===== config.mk =====
export PLATFORM = sky130hd
export DESIGN_NAME = udt_timer_top
export DESIGN_NICKNAME = d
export VERILOG_FILES = /design/src/hw/udt_pkg.sv /design/src/hw/udt_pin_sync.sv /design/src/hw/udt_prescale.sv /design/src/hw/udt_timer_top.sv
export SDC_FILE = /design/constraint.sdc
export NUM_CORES = 1
export LEC_CHECK = 0
export BUFFER_PORTS_ARGS = -buffer_cell sky130_fd_sc_hd__buf_4
export CORE_UTILIZATION = 40
export CTS_BUF_LIST = sky130_fd_sc_hd__clkbuf_4
export CTS_CLUSTER_SIZE = 14
export DETAILED_ROUTE_END_ITERATION = 12
export PLACE_DENSITY = 0.55
export REMOVE_ABC_BUFFERS = 1
export SYNTH_ARGS = -nofsm -noshare
export SYNTH_HDL_FRONTEND = slang
export SYNTH_SLANG_ARGS = --single-unit

===== constraint.sdc =====
create_clock -name pclk -period 3.5 [get_ports pclk]
set_input_delay 0.7 -clock pclk [delete_from_list [all_inputs] [get_ports pclk]]
set_output_delay 0.7 -clock pclk [all_outputs]
set_load 0.05 [all_outputs]

===== src/hw/udt_pkg.sv =====
package udt_pkg;

	// Number of timer instances and which of them own a toggle output pin.
	localparam int NUM_TIMERS = 3;
	localparam logic [2:0] TOGGLE_CAPABLE = 3'h5;

	// Register indices; byte address is {timer page, index, 2'b00}.
	localparam logic [7:0] IDX_CTRL = 8'hC8;
	localparam logic [7:0] IDX_CFG = 8'hC9;
	localparam logic [7:0] IDX_RCAP_LO = 8'hCA;
	localparam logic [7:0] IDX_RCAP_HI = 8'hCB;
	localparam logic [7:0] IDX_CNT_LO = 8'hCC;
	localparam logic [7:0] IDX_CNT_HI = 8'hCD;
	localparam int ADDR_W = 12;

	// Control register fields.
	localparam int CTL_WRAP = 7;
	localparam int CTL_EXT_FLAG = 6;
	localparam int CTL_EXT_EN = 3;
	localparam int CTL_RUN = 2;
	localparam int CTL_CSRC = 1;
	localparam int CTL_CAP = 0;
	localparam logic [7:0] CTL_MASK = 8'hCF;

	// Configuration register fields.
	localparam int CFG_DIV_HI = 4;
	localparam int CFG_DIV_LO = 3;
	localparam int CFG_TOG = 2;
	localparam int CFG_TOE = 1;
	localparam int CFG_DCE = 0;
	localparam logic [7:0] CFG_MASK = 8'h1F;
	localparam logic [7:0] CFG_MASK_NOTOG = 8'h1B;

	// Tick source encodings of the clock divide select.
	typedef enum logic [1:0] {
		DIV_SYS12 = 2'h0,
		DIV_SYS1 = 2'h1,
		DIV_EXT8 = 2'h2,
		DIV_SYS2 = 2'h3
	} udt_div_t;

	// Divider ratios.
	localparam int SYS_DIV_SLOW = 12;
	localparam int SYS_DIV_FAST = 2;
	localparam int EXT_DIV = 8;

	// Count limits and reset value.
	localparam logic [15:0] CNT_MAX = 16'hFFFF;
	localparam logic [15:0] CNT_ZERO = 16'h0000;
	localparam logic [15:0] CNT_ONE = 16'h0001;
	localparam logic [7:0] REG_RESET = 8'h00;

endpackage


===== src/hw/udt_pin_sync.sv =====
`timescale 1ns/1ps
module udt_pin_sync (
	// Clock and reset.
	input wire logic pclk,
	input wire logic presetn,
	// Pin from outside the clock domain.
	input wire logic pin,
	// Filtered level and one-cycle falling edge.
	output logic level,
	output logic fall
);
	typedef struct packed {
		logic s1;
		logic s2;
		logic s3;
		logic lvl;
		logic fall;
	} udt_sync_state_t;

	udt_sync_state_t st_r;
	udt_sync_state_t st_nxt;

	// A change is accepted only once the second and third stages agree.
	always_comb
	begin
		st_nxt = st_r;
		st_nxt.s1 = pin;
		st_nxt.s2 = st_r.s1;
		st_nxt.s3 = st_r.s2;
		st_nxt.fall = 1'b0;
		if (st_r.s2 == st_r.s3)
		begin
			st_nxt.lvl = st_r.s3;
			st_nxt.fall = st_r.lvl & ~st_r.s3;
		end
	end

	// Stages idle high and the edge pulse idles low, so release of reset never fakes an edge.
	always_ff @(posedge pclk or negedge presetn)
	begin
		if (!presetn)
			st_r <= '{s1: 1'b1, s2: 1'b1, s3: 1'b1, lvl: 1'b1, fall: 1'b0};
		else
			st_r <= st_nxt;
	end

	assign level = st_r.lvl;
	assign fall = st_r.fall;
endmodule // udt_pin_sync


===== src/hw/udt_prescale.sv =====
`timescale 1ns/1ps
module udt_prescale #(
	parameter int SLOW_DIV = udt_pkg::SYS_DIV_SLOW,
	parameter int FAST_DIV = udt_pkg::SYS_DIV_FAST,
	parameter int EXT_DIV = udt_pkg::EXT_DIV
) (
	// Clock and reset.
	input wire logic pclk,
	input wire logic presetn,
	// Synchronised falling edge of the external oscillator.
	input wire logic ext_fall,
	// One-cycle ticks of the three divided sources.
	output logic tick_slow,
	output logic tick_fast,
	output logic tick_ext
);
	localparam int SW = $clog2(SLOW_DIV);
	localparam int FW = $clog2(FAST_DIV);
	localparam int EW = $clog2(EXT_DIV);

	if (SLOW_DIV < 2 || FAST_DIV < 2 || EXT_DIV < 2)
	begin : g_bad
		$error("Divider ratios below two are not supported.");
	end

	typedef struct packed {
		logic [SW-1:0] slow;
		logic [FW-1:0] fast;
		logic [EW-1:0] ext;
		logic ts;
		logic tf;
		logic te;
	} udt_pre_state_t;

	udt_pre_state_t st_r;
	udt_pre_state_t st_nxt;

	// Free-running dividers; the external one advances only on oscillator edges.
	always_comb
	begin
		st_nxt = st_r;
		st_nxt.ts = (st_r.slow == SW'(SLOW_DIV - 1));
		st_nxt.slow = st_nxt.ts ? '0 : SW'(st_r.slow + 1'b1);
		st_nxt.tf = (st_r.fast == FW'(FAST_DIV - 1));
		st_nxt.fast = st_nxt.tf ? '0 : FW'(st_r.fast + 1'b1);
		st_nxt.te = 1'b0;
		if (ext_fall)
		begin
			st_nxt.te = (st_r.ext == EW'(EXT_DIV - 1));
			st_nxt.ext = st_nxt.te ? '0 : EW'(st_r.ext + 1'b1);
		end
	end

	// State register.
	always_ff @(posedge pclk or negedge presetn)
	begin
		if (!presetn)
			st_r <= '0;
		else
			st_r <= st_nxt;
	end

	assign tick_slow = st_r.ts;
	assign tick_fast = st_r.tf;
	assign tick_ext = st_r.te;
endmodule // udt_prescale


===== src/hw/udt_timer_top.sv =====
`timescale 1ns/1ps
module udt_timer_top (
	// Clock and reset.
	input wire logic pclk,
	input wire logic presetn,
	// APB slave.
	input wire logic [udt_pkg::ADDR_W-1:0] paddr,
	input wire logic psel,
	input wire logic penable,
	input wire logic pwrite,
	input wire logic [31:0] pwdata,
	output logic [31:0] prdata,
	output logic pready,
	output logic pslverr,
	// External pins; the shared pair serves the first two timers.
	input wire logic shared_count_pin,
	input wire logic shared_trigger_pin,
	input wire logic ext_count_pin,
	input wire logic ext_trigger_pin,
	input wire logic ext_osc_clk,
	// Toggle outputs of the first and third timers.
	output logic toggle_out_a,
	output logic toggle_oe_a,
	output logic toggle_out_c,
	output logic toggle_oe_c,
	// Events towards the rest of the chip.
	output logic [udt_pkg::NUM_TIMERS-1:0] irq_req,
	output logic [udt_pkg::NUM_TIMERS-1:0] overflow_pulse,
	output logic [1:0] adc_conv_start
);
	localparam int NT = udt_pkg::NUM_TIMERS;

	typedef struct packed {
		logic [NT-1:0][7:0] ctrl;
		logic [NT-1:0][7:0] cfg;
		logic [NT-1:0][15:0] rcap;
		logic [NT-1:0][15:0] cnt;
		logic [NT-1:0] ovf;
		logic [NT-1:0] irq;
		logic [31:0] rdata;
		logic ready;
		logic slverr;
	} udt_top_state_t;

	udt_top_state_t st_r;
	udt_top_state_t st_nxt;

	// Synchronised pin views, indexed by timer.
	logic cnt_pin_fall_a;
	logic cnt_pin_fall_c;
	logic trg_level_a;
	logic trg_level_c;
	logic trg_fall_a;
	logic trg_fall_c;
	logic osc_fall;
	logic tick_slow;
	logic tick_fast;
	logic tick_ext;
	logic [NT-1:0] cnt_fall;
	logic [NT-1:0] trg_level;
	logic [NT-1:0] trg_fall;

	// Per-timer decisions, visible to the checks below.
	logic [NT-1:0] run_w;
	logic [NT-1:0] step_w;
	logic [NT-1:0] down_w;
	logic [NT-1:0] ext_w;
	logic [NT-1:0] wrap_w;
	logic wr_any;

	// True when the address selects register idx of timer t.
	function automatic logic udt_hit(input logic [udt_pkg::ADDR_W-1:0] addr,
		input int t, input logic [7:0] idx);
		udt_hit = (addr == {2'(t), idx, 2'h0});
	endfunction

	// Every pin passes one synchroniser; the shared pair is synchronised once and fanned out to two timers.
	udt_pin_sync u_cnt_a (.pclk(pclk), .presetn(presetn), .pin(shared_count_pin),
		.level(), .fall(cnt_pin_fall_a));
	udt_pin_sync u_cnt_c (.pclk(pclk), .presetn(presetn), .pin(ext_count_pin),
		.level(), .fall(cnt_pin_fall_c));
	udt_pin_sync u_trg_a (.pclk(pclk), .presetn(presetn), .pin(shared_trigger_pin),
		.level(trg_level_a), .fall(trg_fall_a));
	udt_pin_sync u_trg_c (.pclk(pclk), .presetn(presetn), .pin(ext_trigger_pin),
		.level(trg_level_c), .fall(trg_fall_c));
	udt_pin_sync u_osc (.pclk(pclk), .presetn(presetn), .pin(ext_osc_clk),
		.level(), .fall(osc_fall));

	// One prescaler feeds all timers so their ticks stay in phase.
	udt_prescale u_pre (
		.pclk(pclk),
		.presetn(presetn),
		.ext_fall(osc_fall),
		.tick_slow(tick_slow),
		.tick_fast(tick_fast),
		.tick_ext(tick_ext)
	);

	// The middle timer sees exactly what the first one sees.
	assign cnt_fall = {cnt_pin_fall_c, cnt_pin_fall_a, cnt_pin_fall_a};
	assign trg_level = {trg_level_c, trg_level_a, trg_level_a};
	assign trg_fall = {trg_fall_c, trg_fall_a, trg_fall_a};

	// Bus slave, counting engines and flags in one next-state function.
	always_comb
	begin
		logic [7:0] ctl;
		logic [7:0] cfg;
		logic [15:0] cnt;
		logic [15:0] rcap;
		logic [7:0] wb;
		logic tick;
		ctl = '0;
		cfg = '0;
		cnt = '0;
		rcap = '0;
		wb = pwdata[7:0];
		tick = 1'b0;
		st_nxt = st_r;
		run_w = '0;
		step_w = '0;
		down_w = '0;
		ext_w = '0;
		wrap_w = '0;
		wr_any = psel & penable & st_r.ready & pwrite;
		// Answer in the access cycle that follows every setup cycle.
		st_nxt.ready = psel & ~penable;
		st_nxt.slverr = 1'b0;
		st_nxt.ovf = '0;
		if (psel & ~penable)
		begin
			st_nxt.rdata = '0;
			st_nxt.slverr = 1'b1;
			for (int t = 0; t < NT; t++)
			begin
				if (udt_hit(paddr, t, udt_pkg::IDX_CTRL))
					st_nxt.rdata[7:0] = st_r.ctrl[t];
				if (udt_hit(paddr, t, udt_pkg::IDX_CFG))
					st_nxt.rdata[7:0] = st_r.cfg[t];
				if (udt_hit(paddr, t, udt_pkg::IDX_RCAP_LO))
					st_nxt.rdata[7:0] = st_r.rcap[t][7:0];
				if (udt_hit(paddr, t, udt_pkg::IDX_RCAP_HI))
					st_nxt.rdata[7:0] = st_r.rcap[t][15:8];
				if (udt_hit(paddr, t, udt_pkg::IDX_CNT_LO))
					st_nxt.rdata[7:0] = st_r.cnt[t][7:0];
				if (udt_hit(paddr, t, udt_pkg::IDX_CNT_HI))
					st_nxt.rdata[7:0] = st_r.cnt[t][15:8];
				if (udt_hit(paddr, t, udt_pkg::IDX_CTRL) || udt_hit(paddr, t, udt_pkg::IDX_CFG)
					|| udt_hit(paddr, t, udt_pkg::IDX_RCAP_LO)
					|| udt_hit(paddr, t, udt_pkg::IDX_RCAP_HI)
					|| udt_hit(paddr, t, udt_pkg::IDX_CNT_LO)
					|| udt_hit(paddr, t, udt_pkg::IDX_CNT_HI))
					st_nxt.slverr = 1'b0;
			end
		end
		for (int t = 0; t < NT; t++)
		begin
			ctl = st_r.ctrl[t];
			cfg = st_r.cfg[t];
			cnt = st_r.cnt[t];
			rcap = st_r.rcap[t];
			// Tick source selection.
			unique case (udt_pkg::udt_div_t'(cfg[udt_pkg::CFG_DIV_HI:udt_pkg::CFG_DIV_LO]))
				udt_pkg::DIV_SYS12: tick = tick_slow;
				udt_pkg::DIV_SYS1: tick = 1'b1;
				udt_pkg::DIV_EXT8: tick = tick_ext;
				udt_pkg::DIV_SYS2: tick = tick_fast;
			endcase
			run_w[t] = ctl[udt_pkg::CTL_RUN];
			step_w[t] = run_w[t] & (ctl[udt_pkg::CTL_CSRC] ? cnt_fall[t] : tick);
			down_w[t] = cfg[udt_pkg::CFG_DCE] & ~trg_level[t];
			ext_w[t] = run_w[t] & ctl[udt_pkg::CTL_EXT_EN] & ~cfg[udt_pkg::CFG_DCE]
				& trg_fall[t];
			// Counting; an external reload outranks a step in the same cycle.
			if (ctl[udt_pkg::CTL_CAP])
			begin
				if (ext_w[t])
					st_nxt.rcap[t] = cnt;
				if (step_w[t] && down_w[t])
				begin
					wrap_w[t] = (cnt == udt_pkg::CNT_ZERO);
					st_nxt.cnt[t] = 16'(cnt - udt_pkg::CNT_ONE);
				end
				else if (step_w[t])
				begin
					wrap_w[t] = (cnt == udt_pkg::CNT_MAX);
					st_nxt.cnt[t] = 16'(cnt + udt_pkg::CNT_ONE);
				end
			end
			else if (ext_w[t])
				st_nxt.cnt[t] = rcap;
			else if (step_w[t] && down_w[t])
			begin
				wrap_w[t] = (cnt == rcap);
				st_nxt.cnt[t] = wrap_w[t] ? udt_pkg::CNT_MAX : 16'(cnt - udt_pkg::CNT_ONE);
			end
			else if (step_w[t])
			begin
				wrap_w[t] = (cnt == udt_pkg::CNT_MAX);
				st_nxt.cnt[t] = wrap_w[t] ? rcap : 16'(cnt + udt_pkg::CNT_ONE);
			end
			// Software writes land on top of the hardware result.
			if (wr_any && udt_hit(paddr, t, udt_pkg::IDX_CTRL))
				st_nxt.ctrl[t] = wb & udt_pkg::CTL_MASK;
			if (wr_any && udt_hit(paddr, t, udt_pkg::IDX_CFG))
				st_nxt.cfg[t] = wb & (udt_pkg::TOGGLE_CAPABLE[t] ? udt_pkg::CFG_MASK
					: udt_pkg::CFG_MASK_NOTOG);
			if (wr_any && udt_hit(paddr, t, udt_pkg::IDX_RCAP_LO))
				st_nxt.rcap[t][7:0] = wb;
			if (wr_any && udt_hit(paddr, t, udt_pkg::IDX_RCAP_HI))
				st_nxt.rcap[t][15:8] = wb;
			if (wr_any && udt_hit(paddr, t, udt_pkg::IDX_CNT_LO))
				st_nxt.cnt[t][7:0] = wb;
			if (wr_any && udt_hit(paddr, t, udt_pkg::IDX_CNT_HI))
				st_nxt.cnt[t][15:8] = wb;
			// Flags are only ever set or inverted here, so a set beats a clear.
			if (wrap_w[t])
				st_nxt.ctrl[t][udt_pkg::CTL_WRAP] = 1'b1;
			if (ext_w[t])
				st_nxt.ctrl[t][udt_pkg::CTL_EXT_FLAG] = 1'b1;
			else if (wrap_w[t] && !ctl[udt_pkg::CTL_CAP])
				st_nxt.ctrl[t][udt_pkg::CTL_EXT_FLAG] =
					~st_nxt.ctrl[t][udt_pkg::CTL_EXT_FLAG];
			// A forced toggle level written this cycle wins over the inversion.
			if (udt_pkg::TOGGLE_CAPABLE[t] && wrap_w[t] && cfg[udt_pkg::CFG_TOE]
				&& !(wr_any && udt_hit(paddr, t, udt_pkg::IDX_CFG)))
				st_nxt.cfg[t][udt_pkg::CFG_TOG] = ~cfg[udt_pkg::CFG_TOG];
			st_nxt.ovf[t] = wrap_w[t];
			// The reload flag toggling of auto-reload mode must not interrupt.
			st_nxt.irq[t] = st_nxt.ctrl[t][udt_pkg::CTL_WRAP]
				| (st_nxt.ctrl[t][udt_pkg::CTL_EXT_FLAG] & st_nxt.ctrl[t][udt_pkg::CTL_CAP]);
		end
	end

	// State register; every field starts at zero.
	always_ff @(posedge pclk or negedge presetn)
	begin
		if (!presetn)
			st_r <= '0;
		else
			st_r <= st_nxt;
	end

	// Outputs straight from the state register.
	assign prdata = st_r.rdata;
	assign pready = st_r.ready;
	assign pslverr = st_r.slverr;
	assign toggle_out_a = st_r.cfg[0][udt_pkg::CFG_TOG];
	assign toggle_oe_a = st_r.cfg[0][udt_pkg::CFG_TOE];
	assign toggle_out_c = st_r.cfg[2][udt_pkg::CFG_TOG];
	assign toggle_oe_c = st_r.cfg[2][udt_pkg::CFG_TOE];
	assign irq_req = st_r.irq;
	assign overflow_pulse = st_r.ovf;
	assign adc_conv_start = st_r.ovf[1:0];

	// Checks per timer.
	for (genvar g = 0; g < NT; g++)
	begin : g_chk

		if (udt_pkg::TOGGLE_CAPABLE[g])
		begin : g_tog

		end
	end
endmodule // udt_timer_top


==> results of run 1 <==
[registers in the layout, summed over array words and instances, names as in the netlist, 2 cells and up]
signal,flops
prdata,8
st_r,121
u_trg_c.st_nxt,2
u_osc.st_nxt,2
u_pre.st_r,7
run_w,3
irq_req,3
u_cnt_c.st_nxt,2
u_trg_a.st_nxt,2
overflow_pulse,3
u_cnt_a.st_nxt,2
[cells in the mapped netlist, types with 11 or more instances]
library cell and count:
nor2_1 180, dfrtp_1 160, nand2_1 153, a21oi_1 125, o21ai_0 83, clkbuf_1 81, mux2i_1 66, xor2_1 58
nand3_1 49, xnor2_1 45, buf_4 41, nor3_1 39, mux2_2 27, buf_2 22, nor4_1 22, nand4_1 21
a22oi_1 20, dfstp_2 20, inv_1 20, or3_1 19, nand2b_1 17, a31oi_1 16, and3_1 16, o211ai_1 16
o22ai_1 16, a221oi_1 13, o31ai_1 13, ha_1 12, a211oi_1 11, nor3b_1 11
[power breakdown]
group	internal [mW]	leakage (nW)	switching [mW]	total [mW]
Combinational	0.0909	3.75	0.248	0.338
Clock	0.436	0.142	0.778	1.21
Sequential	2.13	2.01	0.0303	2.16
[layout make-up]
class / count / area, um^2 / area share, %
Clock buffer: 19 / 142.6 / 0.9925
Sequential cell: 180 / 4529 / 31.52
Tap cell: 442 / 553.0 / 3.848
Multi-Input combinational cell: 1252 / 7880 / 54.83
Antenna cell: 3 / 7.507 / 0.05224
Timing Repair Buffer: 135 / 1045 / 7.270
Inverter: 21 / 78.83 / 0.5485
Clock inverter: 13 / 135.1 / 0.9403
[metal layers]
layer,GRT usage (%),part of all wire [%]
met2,44.52,44
met1,41.89,45
met4,10.33,3.2
met3,4.110,7.8
met5,0,0
[logic make-up (layout without fill, tap and decap cells)]
family | count (synthesis) | after routing | share of synthesized area [%]
xor gates and xnor gates | 103 | 103 | 6.863
AOI/OAI and AO/OA | 412 | 412 | 20.36
muxes | 93 | 93 | 7.339
adders and majority gates | 17 | 17 | 1.523
DFF | 180 | 180 | 34.46
other | 1 | 27 | 0.02853
buffers and inverters | 172 | 188 | 6.292
and+or+nand+nor | 603 | 603 | 23.13
[layout by cell type (no fill, tap or decap), types with 21 or more instances in the layout]
cell	instances
xnor2_1	45
mux2i_1	66
nor3_1	39
conb_1	24
dfrtp_1	160
mux2_2	27
nand2_1	153
nand3_1	49
a21oi_1	125
nand4_1	21
xor2_1	58
nor2_1	180
nor4_1	21
o21ai_0	83
buf_4	132
[through the flow]
step	util (%)	setup WS, ps	hold WS [ps]	total power, mW	cells
4_1_cts	44.26	620.7	43.89	3.750	2062
3_5_place_dp	43.40	292.3	347.3	2.537	2030
3_3_place_gp	43.40	320.5	346.2	2.529	2030
2_1_floorplan	-	268.5	345.2	2.345	1453
5_1_grt	44.28	415.8	39.04	3.868	2065
6_report	44.28	541.2	62.37	3.714	2065
[path summary, 6_finish.rpt]
check	from	to	slack [ps]	cells past startpoint
max	st_r[155]$_DFFE_PN0P_	st_r[84]$_DFFE_PN0P_	540	8
min	presetn	st_r[51]$_DFFE_PN0P_	60	1
max reg2reg	st_r[155]$_DFFE_PN0P_	st_r[84]$_DFFE_PN0P_	540	8
min reg2reg	u_trg_c.st_nxt[3]$_DFF_PN1_	u_trg_c.st_nxt[2]$_DFF_PN1_	370	0
max in group asynchronous	presetn	u_cnt_a.level$_DFFE_PN1P_	2610	2
min in group pclk	shared_trigger_pin	u_trg_a.st_nxt[3]$_DFF_PN1_	170	1
[worst register-to-register path, stage by stage, from the launching register on]
cell	delay, ps
dfrtp_1	510
or4_1	580
o2111a_1	330
nand2_1	440
nand2_1	210
o32ai_1	260
o21ai_0	140
a221oi_1	330
nor2_1	60
==> summary.txt, run 1 <==
Power and ir drop
  – Cell area power density: 258.4 nW/um^2
  – Worst-case vdd ir drop: 265.9 uV
  – Leak: 5.908 nW

STA
  – RSZ-0062 raised after global routing: no
  – Min cycle time layout: 2959 ps
  – Endpoints failing hold: 0
  – Setup total negative slack: 0 ps
  – Final period util: 84.54%
  – Clock Skew: 32.84 ps
  – Tightest Pin Transition: 1092 ps
  – Final setup violation count: 0
  – Rel. slew slack: 26.82%
  – Max-slew violation count: 0
  – Fmax: 0.3380 GHz

Yosys
  – Leading area contributor after synthesis: dfrtp_1
  – Synth async-reset ratio: 100.0%
  – YS warnings: 0
  – Post-synth top area share: 30.46%
  – Mapped Avg Cell Area: 8.314 um^2
  – Yosys cell types: 90
  – Synth Register Bits: 180
  – Top cells by area, synth: dfrtp_1 30%, nor2_1 5.1%, mux2i_1 5.0%
  – Post-Synthesis Cells: 1,581
  – Post-synth EDFFs: 0
  – Part of the Yosys area used for sequential elements: 34.46%
  – Top FF cell, synth: dfrtp_1
  – Post-Syn Area: 13,140 um^2

Clocking
  – Clock Tree Root: clkbuf_4
  – Worst-case clock buffer depth: 2
  – # hold bufs at CTS: 0
  – Htree depth: 4
  – Clock sink total: 180
  – CTS Buf Count: 17
  – Clk pin slew, worst setup/hold paths: 160 ps
  – Post_cts resized: 0
  – Post-CTS Setup Bufs: 0
  – Clk_lat worst skew: 640 ps
  – CTS tree: yes

Detailed routing
  – Avg WL per Cell: 23.32 um
  – Router iterations before antenna repair: 5
  – DRC Markers: 0
  – Initial DRC count: 1,387
  – DR vias/cell: 6.159
  – Final wirelength: 48.16 mm
  – Post-route ant nets: 0
  – Via count: 12,719

Critical path
  – Crit-path slowest cell: or4_1
  – Worst Path Required: 4020 ps
  – Crit Path Category: flip-flop to flip-flop
  – Worst-path cell chain: or4_1 -> o2111a_1 -> nand2_1 -> nand2_1 -> o32ai_1 -> o21ai_0 -> a221oi_1 -> nor2_1
  – CP bufs+invs: 0
  – Crit-path most repeated cell: nand2_1
  – Crit path max fanout: 13
  – WP data arrival: 3480 ps
  – CP startpoint kind: flip-flop
  – Crit end category: flip-flop
  – Max incr delay on CP: 580 ps
  – Worst path top cell family by delay: simple AND/OR/NAND/NOR gates

Floorplan
  – Initial core utilization: 40.50%
  – FP Rows: 66
  – Chip height: 183.3 um
  – Placeable Area: 32,450 um^2
  – IO Pins: 100
  – Die ar.: 33,590 um^2
  – Die W: 183.3 um

Place
  – GPL Wtd Cong: 0.9645
  – HPWL Detailed: 34.65 mm
  – IO Port Bufs: 51
  – Placed cell area: 14,090 um^2

GRT
  – Number of global-route vias before repair: 11,821
  – Global-route usage over all layers: 29.16%
  – First-pass GRT wire length: 73.91 mm
  – Global route overflow: 0
  – Initial antenna violation count: 2
  – Largest net degree at the start of global routing: 68

Hold path
  – HP Class: primary input to async pin

Final layout
  – FILL cells: 3,243
  – Area growth syn-to-layout: 9.339%
  – # nets final: 1,673
  – Fin area: 14,370 um^2
  – Layout cells sized above 1: 15.12%

Run
  – MaxCap Viol Count: 0

Run status
  – Status: completed
No activity file was read; power rests on OpenSTA's default activity.
==> run 2, diff against run 1 <==
Clock period 3.5 ns to 3 ns, I/O delays scaled along.
==> summary.txt, run 2 (synthesis gave the netlist of run 1 again) <==
Final layout
  – Sequential standard cell area: 4529 um^2 (unchanged)
  – Layout cells sized above 1: 18.49% (+3.4 points)
  – Max FFs per register: 121 (unchanged)
  – Multi-input gate area: 7880 um^2 (unchanged)
  – Post-route insts no fill: 2,136 (+3.4%)
  – # nets final: 1,746 (+4.4%)
  – Area growth syn-to-layout: 14.09%
  – Commonest non-fill, non-tap cell in the layout: buf_4
  – Reg with most FFs: st_r
  – Fin area: 15,000 um^2 (+4.3%)
  – Commonest non-fill, non-tap cells in the layout: 198 x buf_4, 180 x nor2_1, 160 x dfrtp_1, 153 x nand2_1, 125 x a21oi_1
  – FILL cells: 3,272 (+0.89%)
  – Layout Utilization: 46.21% (+1.9 points)

Critical path
  – Crit Path Category: flip-flop to flip-flop
  – Flop2flop setup slack: 170 ps (-370 ps)
  – Max incr delay on CP: 580 ps (about the same)
  – CP startpoint kind: flip-flop
  – Worst-path cell chain: or4_1 -> o2111a_1 -> nand2_1 -> nand2_1 -> o32ai_1 -> o21ai_0 -> a221oi_1 -> nor2_1
  – Crit-path slowest cell: or4_1
  – Crit end category: flip-flop
  – Crit-path most repeated cell: nand2_1
  – Crit path max fanout: 9 (-4)
  – WP data arrival: 3390 ps (-90 ps)
  – Worst Path Required: 3560 ps (-460 ps)

Floorplan
  – FP Rows: 66 (unchanged)
  – Initial core utilization: 40.50% (unchanged)
  – Placeable Area: 32,450 um^2 (unchanged)
  – Die W: 183.3 um (unchanged)
  – Die ar.: 33,590 um^2 (unchanged)
  – IO Pins: 100 (unchanged)
  – Chip height: 183.3 um (unchanged)

STA
  – Setup total negative slack: 0 ps (unchanged)
  – Tightest Pin Transition: 736.2 ps (-355.5 ps)
  – Hold slack: 310.6 ps (+248.2 ps)
  – Rel. slew slack: 50.81% (+24 points)
  – Min cycle time layout: 2827 ps (-131.7 ps)
  – Endpoints failing hold: 0 (unchanged)
  – Final setup violation count: 0 (unchanged)
  – Max-slew violation count: 0 (unchanged)
  – Final WS setup: 172.9 ps (-368.3 ps)
  – RSZ-0062 raised after global routing: no
  – Clock Skew: 28.17 ps (-4.669 ps)
  – Final period util: 94.24% (+9.7 points)
  – Fmax: 0.3537 GHz (+4.7%)

Clocking
  – Clk pin slew, worst setup/hold paths: 180 ps (+20 ps)
  – Clk_lat worst skew: 670 ps (+30 ps)
  – Clock sink total: 180 (unchanged)
  – Htree depth: 4 (unchanged)
  – Clock Tree Root: clkbuf_4
  – Post-CTS Setup Bufs: 0 (unchanged)
  – CTS Buf Count: 17 (unchanged)
  – CTS tree: yes
  – Post_cts resized: 0 (unchanged)
  – Worst-case clock buffer depth: 2 (unchanged)

Power and ir drop
  – Leak: 6.298 nW (+6.6%)
  – Worst-case vdd ir drop: 320.9 uV (+21%)
  – Power after layout: 4.566 mW (+23%)
  – Cell area power density: 304.5 nW/um^2 (+18%)

GRT
  – Global-route usage over all layers: 30.17% (+1.0 points)
  – Initial antenna violation count: 1 (-1)
  – First-pass GRT wire length: 76.40 mm (+3.4%)
  – Global route overflow: 0 (unchanged)
  – Largest net degree at the start of global routing: 67 (-1.5%)
  – Number of global-route vias before repair: 12,309 (+4.1%)

Place
  – IO Port Bufs: 51 (unchanged)
  – Setup WS pre-CTS: 63.49 ps (-228.8 ps)
  – HPWL Detailed: 36.62 mm (+5.7%)
  – GPL Wtd Cong: 1.012 (+5.0%)
  – Placed cell area: 14,600 um^2 (+3.7%)
  – Post-Place Cells: 2,097 (+3.3%)

Detailed routing
  – Avg WL per Cell: 23.16 um (-0.70%)
  – Initial DRC count: 1,503 (+8.4%)
  – DRC Markers: 0 (unchanged)
  – Post-route ant nets: 0 (unchanged)
  – Final wirelength: 49.47 mm (+2.7%)
  – DR vias/cell: 6.114 (-0.74%)
  – Via count: 13,059 (+2.7%)
  – Router iterations before antenna repair: 8 (+3)

Hold path
  – HP Class: primary input to flip-flop

Run
  – MaxCap Viol Count: 0 (unchanged)

Run status
  – Status: completed
==> run 2: path summary, 6_finish.rpt <==
| path | end | from | cells past startpoint |
|---|---|---|---|
| max in group asynchronous | u_osc.level$_DFFE_PN1P_ | presetn | 3 |
| worst min register to register | u_osc.st_nxt[2]$_DFF_PN1_ | u_osc.st_nxt[3]$_DFF_PN1_ | 0 |
| worst min-delay path | st_r[45]$_DFFE_PN0P_ | pwdata[5] | 3 |
| min in group asynchronous | st_r[121]$_DFFE_PN0P_ | presetn | 2 |
| worst max register to register | st_r[84]$_DFFE_PN0P_ | st_r[155]$_DFFE_PN0P_ | 8 |
| worst max-delay path | st_r[84]$_DFFE_PN0P_ | st_r[155]$_DFFE_PN0P_ | 8 |
==> run 2: area by class of cell <==
type | count | share of cell area (%)
clock inverters | 15 | 1.360
repair buffers | 208 | 10.81
inverters | 21 | 0.5257
flip-flops and latches | 180 | 30.20
well taps | 442 | 3.688
multi-input cells | 1252 | 52.55
clock buffers | 17 | 0.8511
diodes | 1 | 0.01669
==> run 2: critical path: cells and delay by family, from the launching register on <==
family | cells | cell delay, ps
compound gates | 4 | 1000
flops | 1 | 530
simple gates | 4 | 1200
==> run 2: routing by layer <==
| metal | share of wire (%) | GRT usage [%] | vias up |
|---|---|---|---|
| li1 | - | - | 5900 |
| met1 | 44 | 42.14 | 6432 |
| met2 | 45 | 46.87 | 633 |
| met3 | 7.9 | 5.103 | 94 |
| met4 | 3.1 | 10.67 | 0 |
| met5 | 0 | 0 | - |
==> run 2: power by group <==
group	internal, mW	switching, mW
combinational	0.118	0.292
clock	0.620	1.01
sequential	2.49	0.0352
total	3.22	1.34
==> run 2: what timing repair did <==
action,CTS,global route
endpoints found under the hold margin,64,0
hold buffers,6,0
endpoints found under the setup margin,0,0
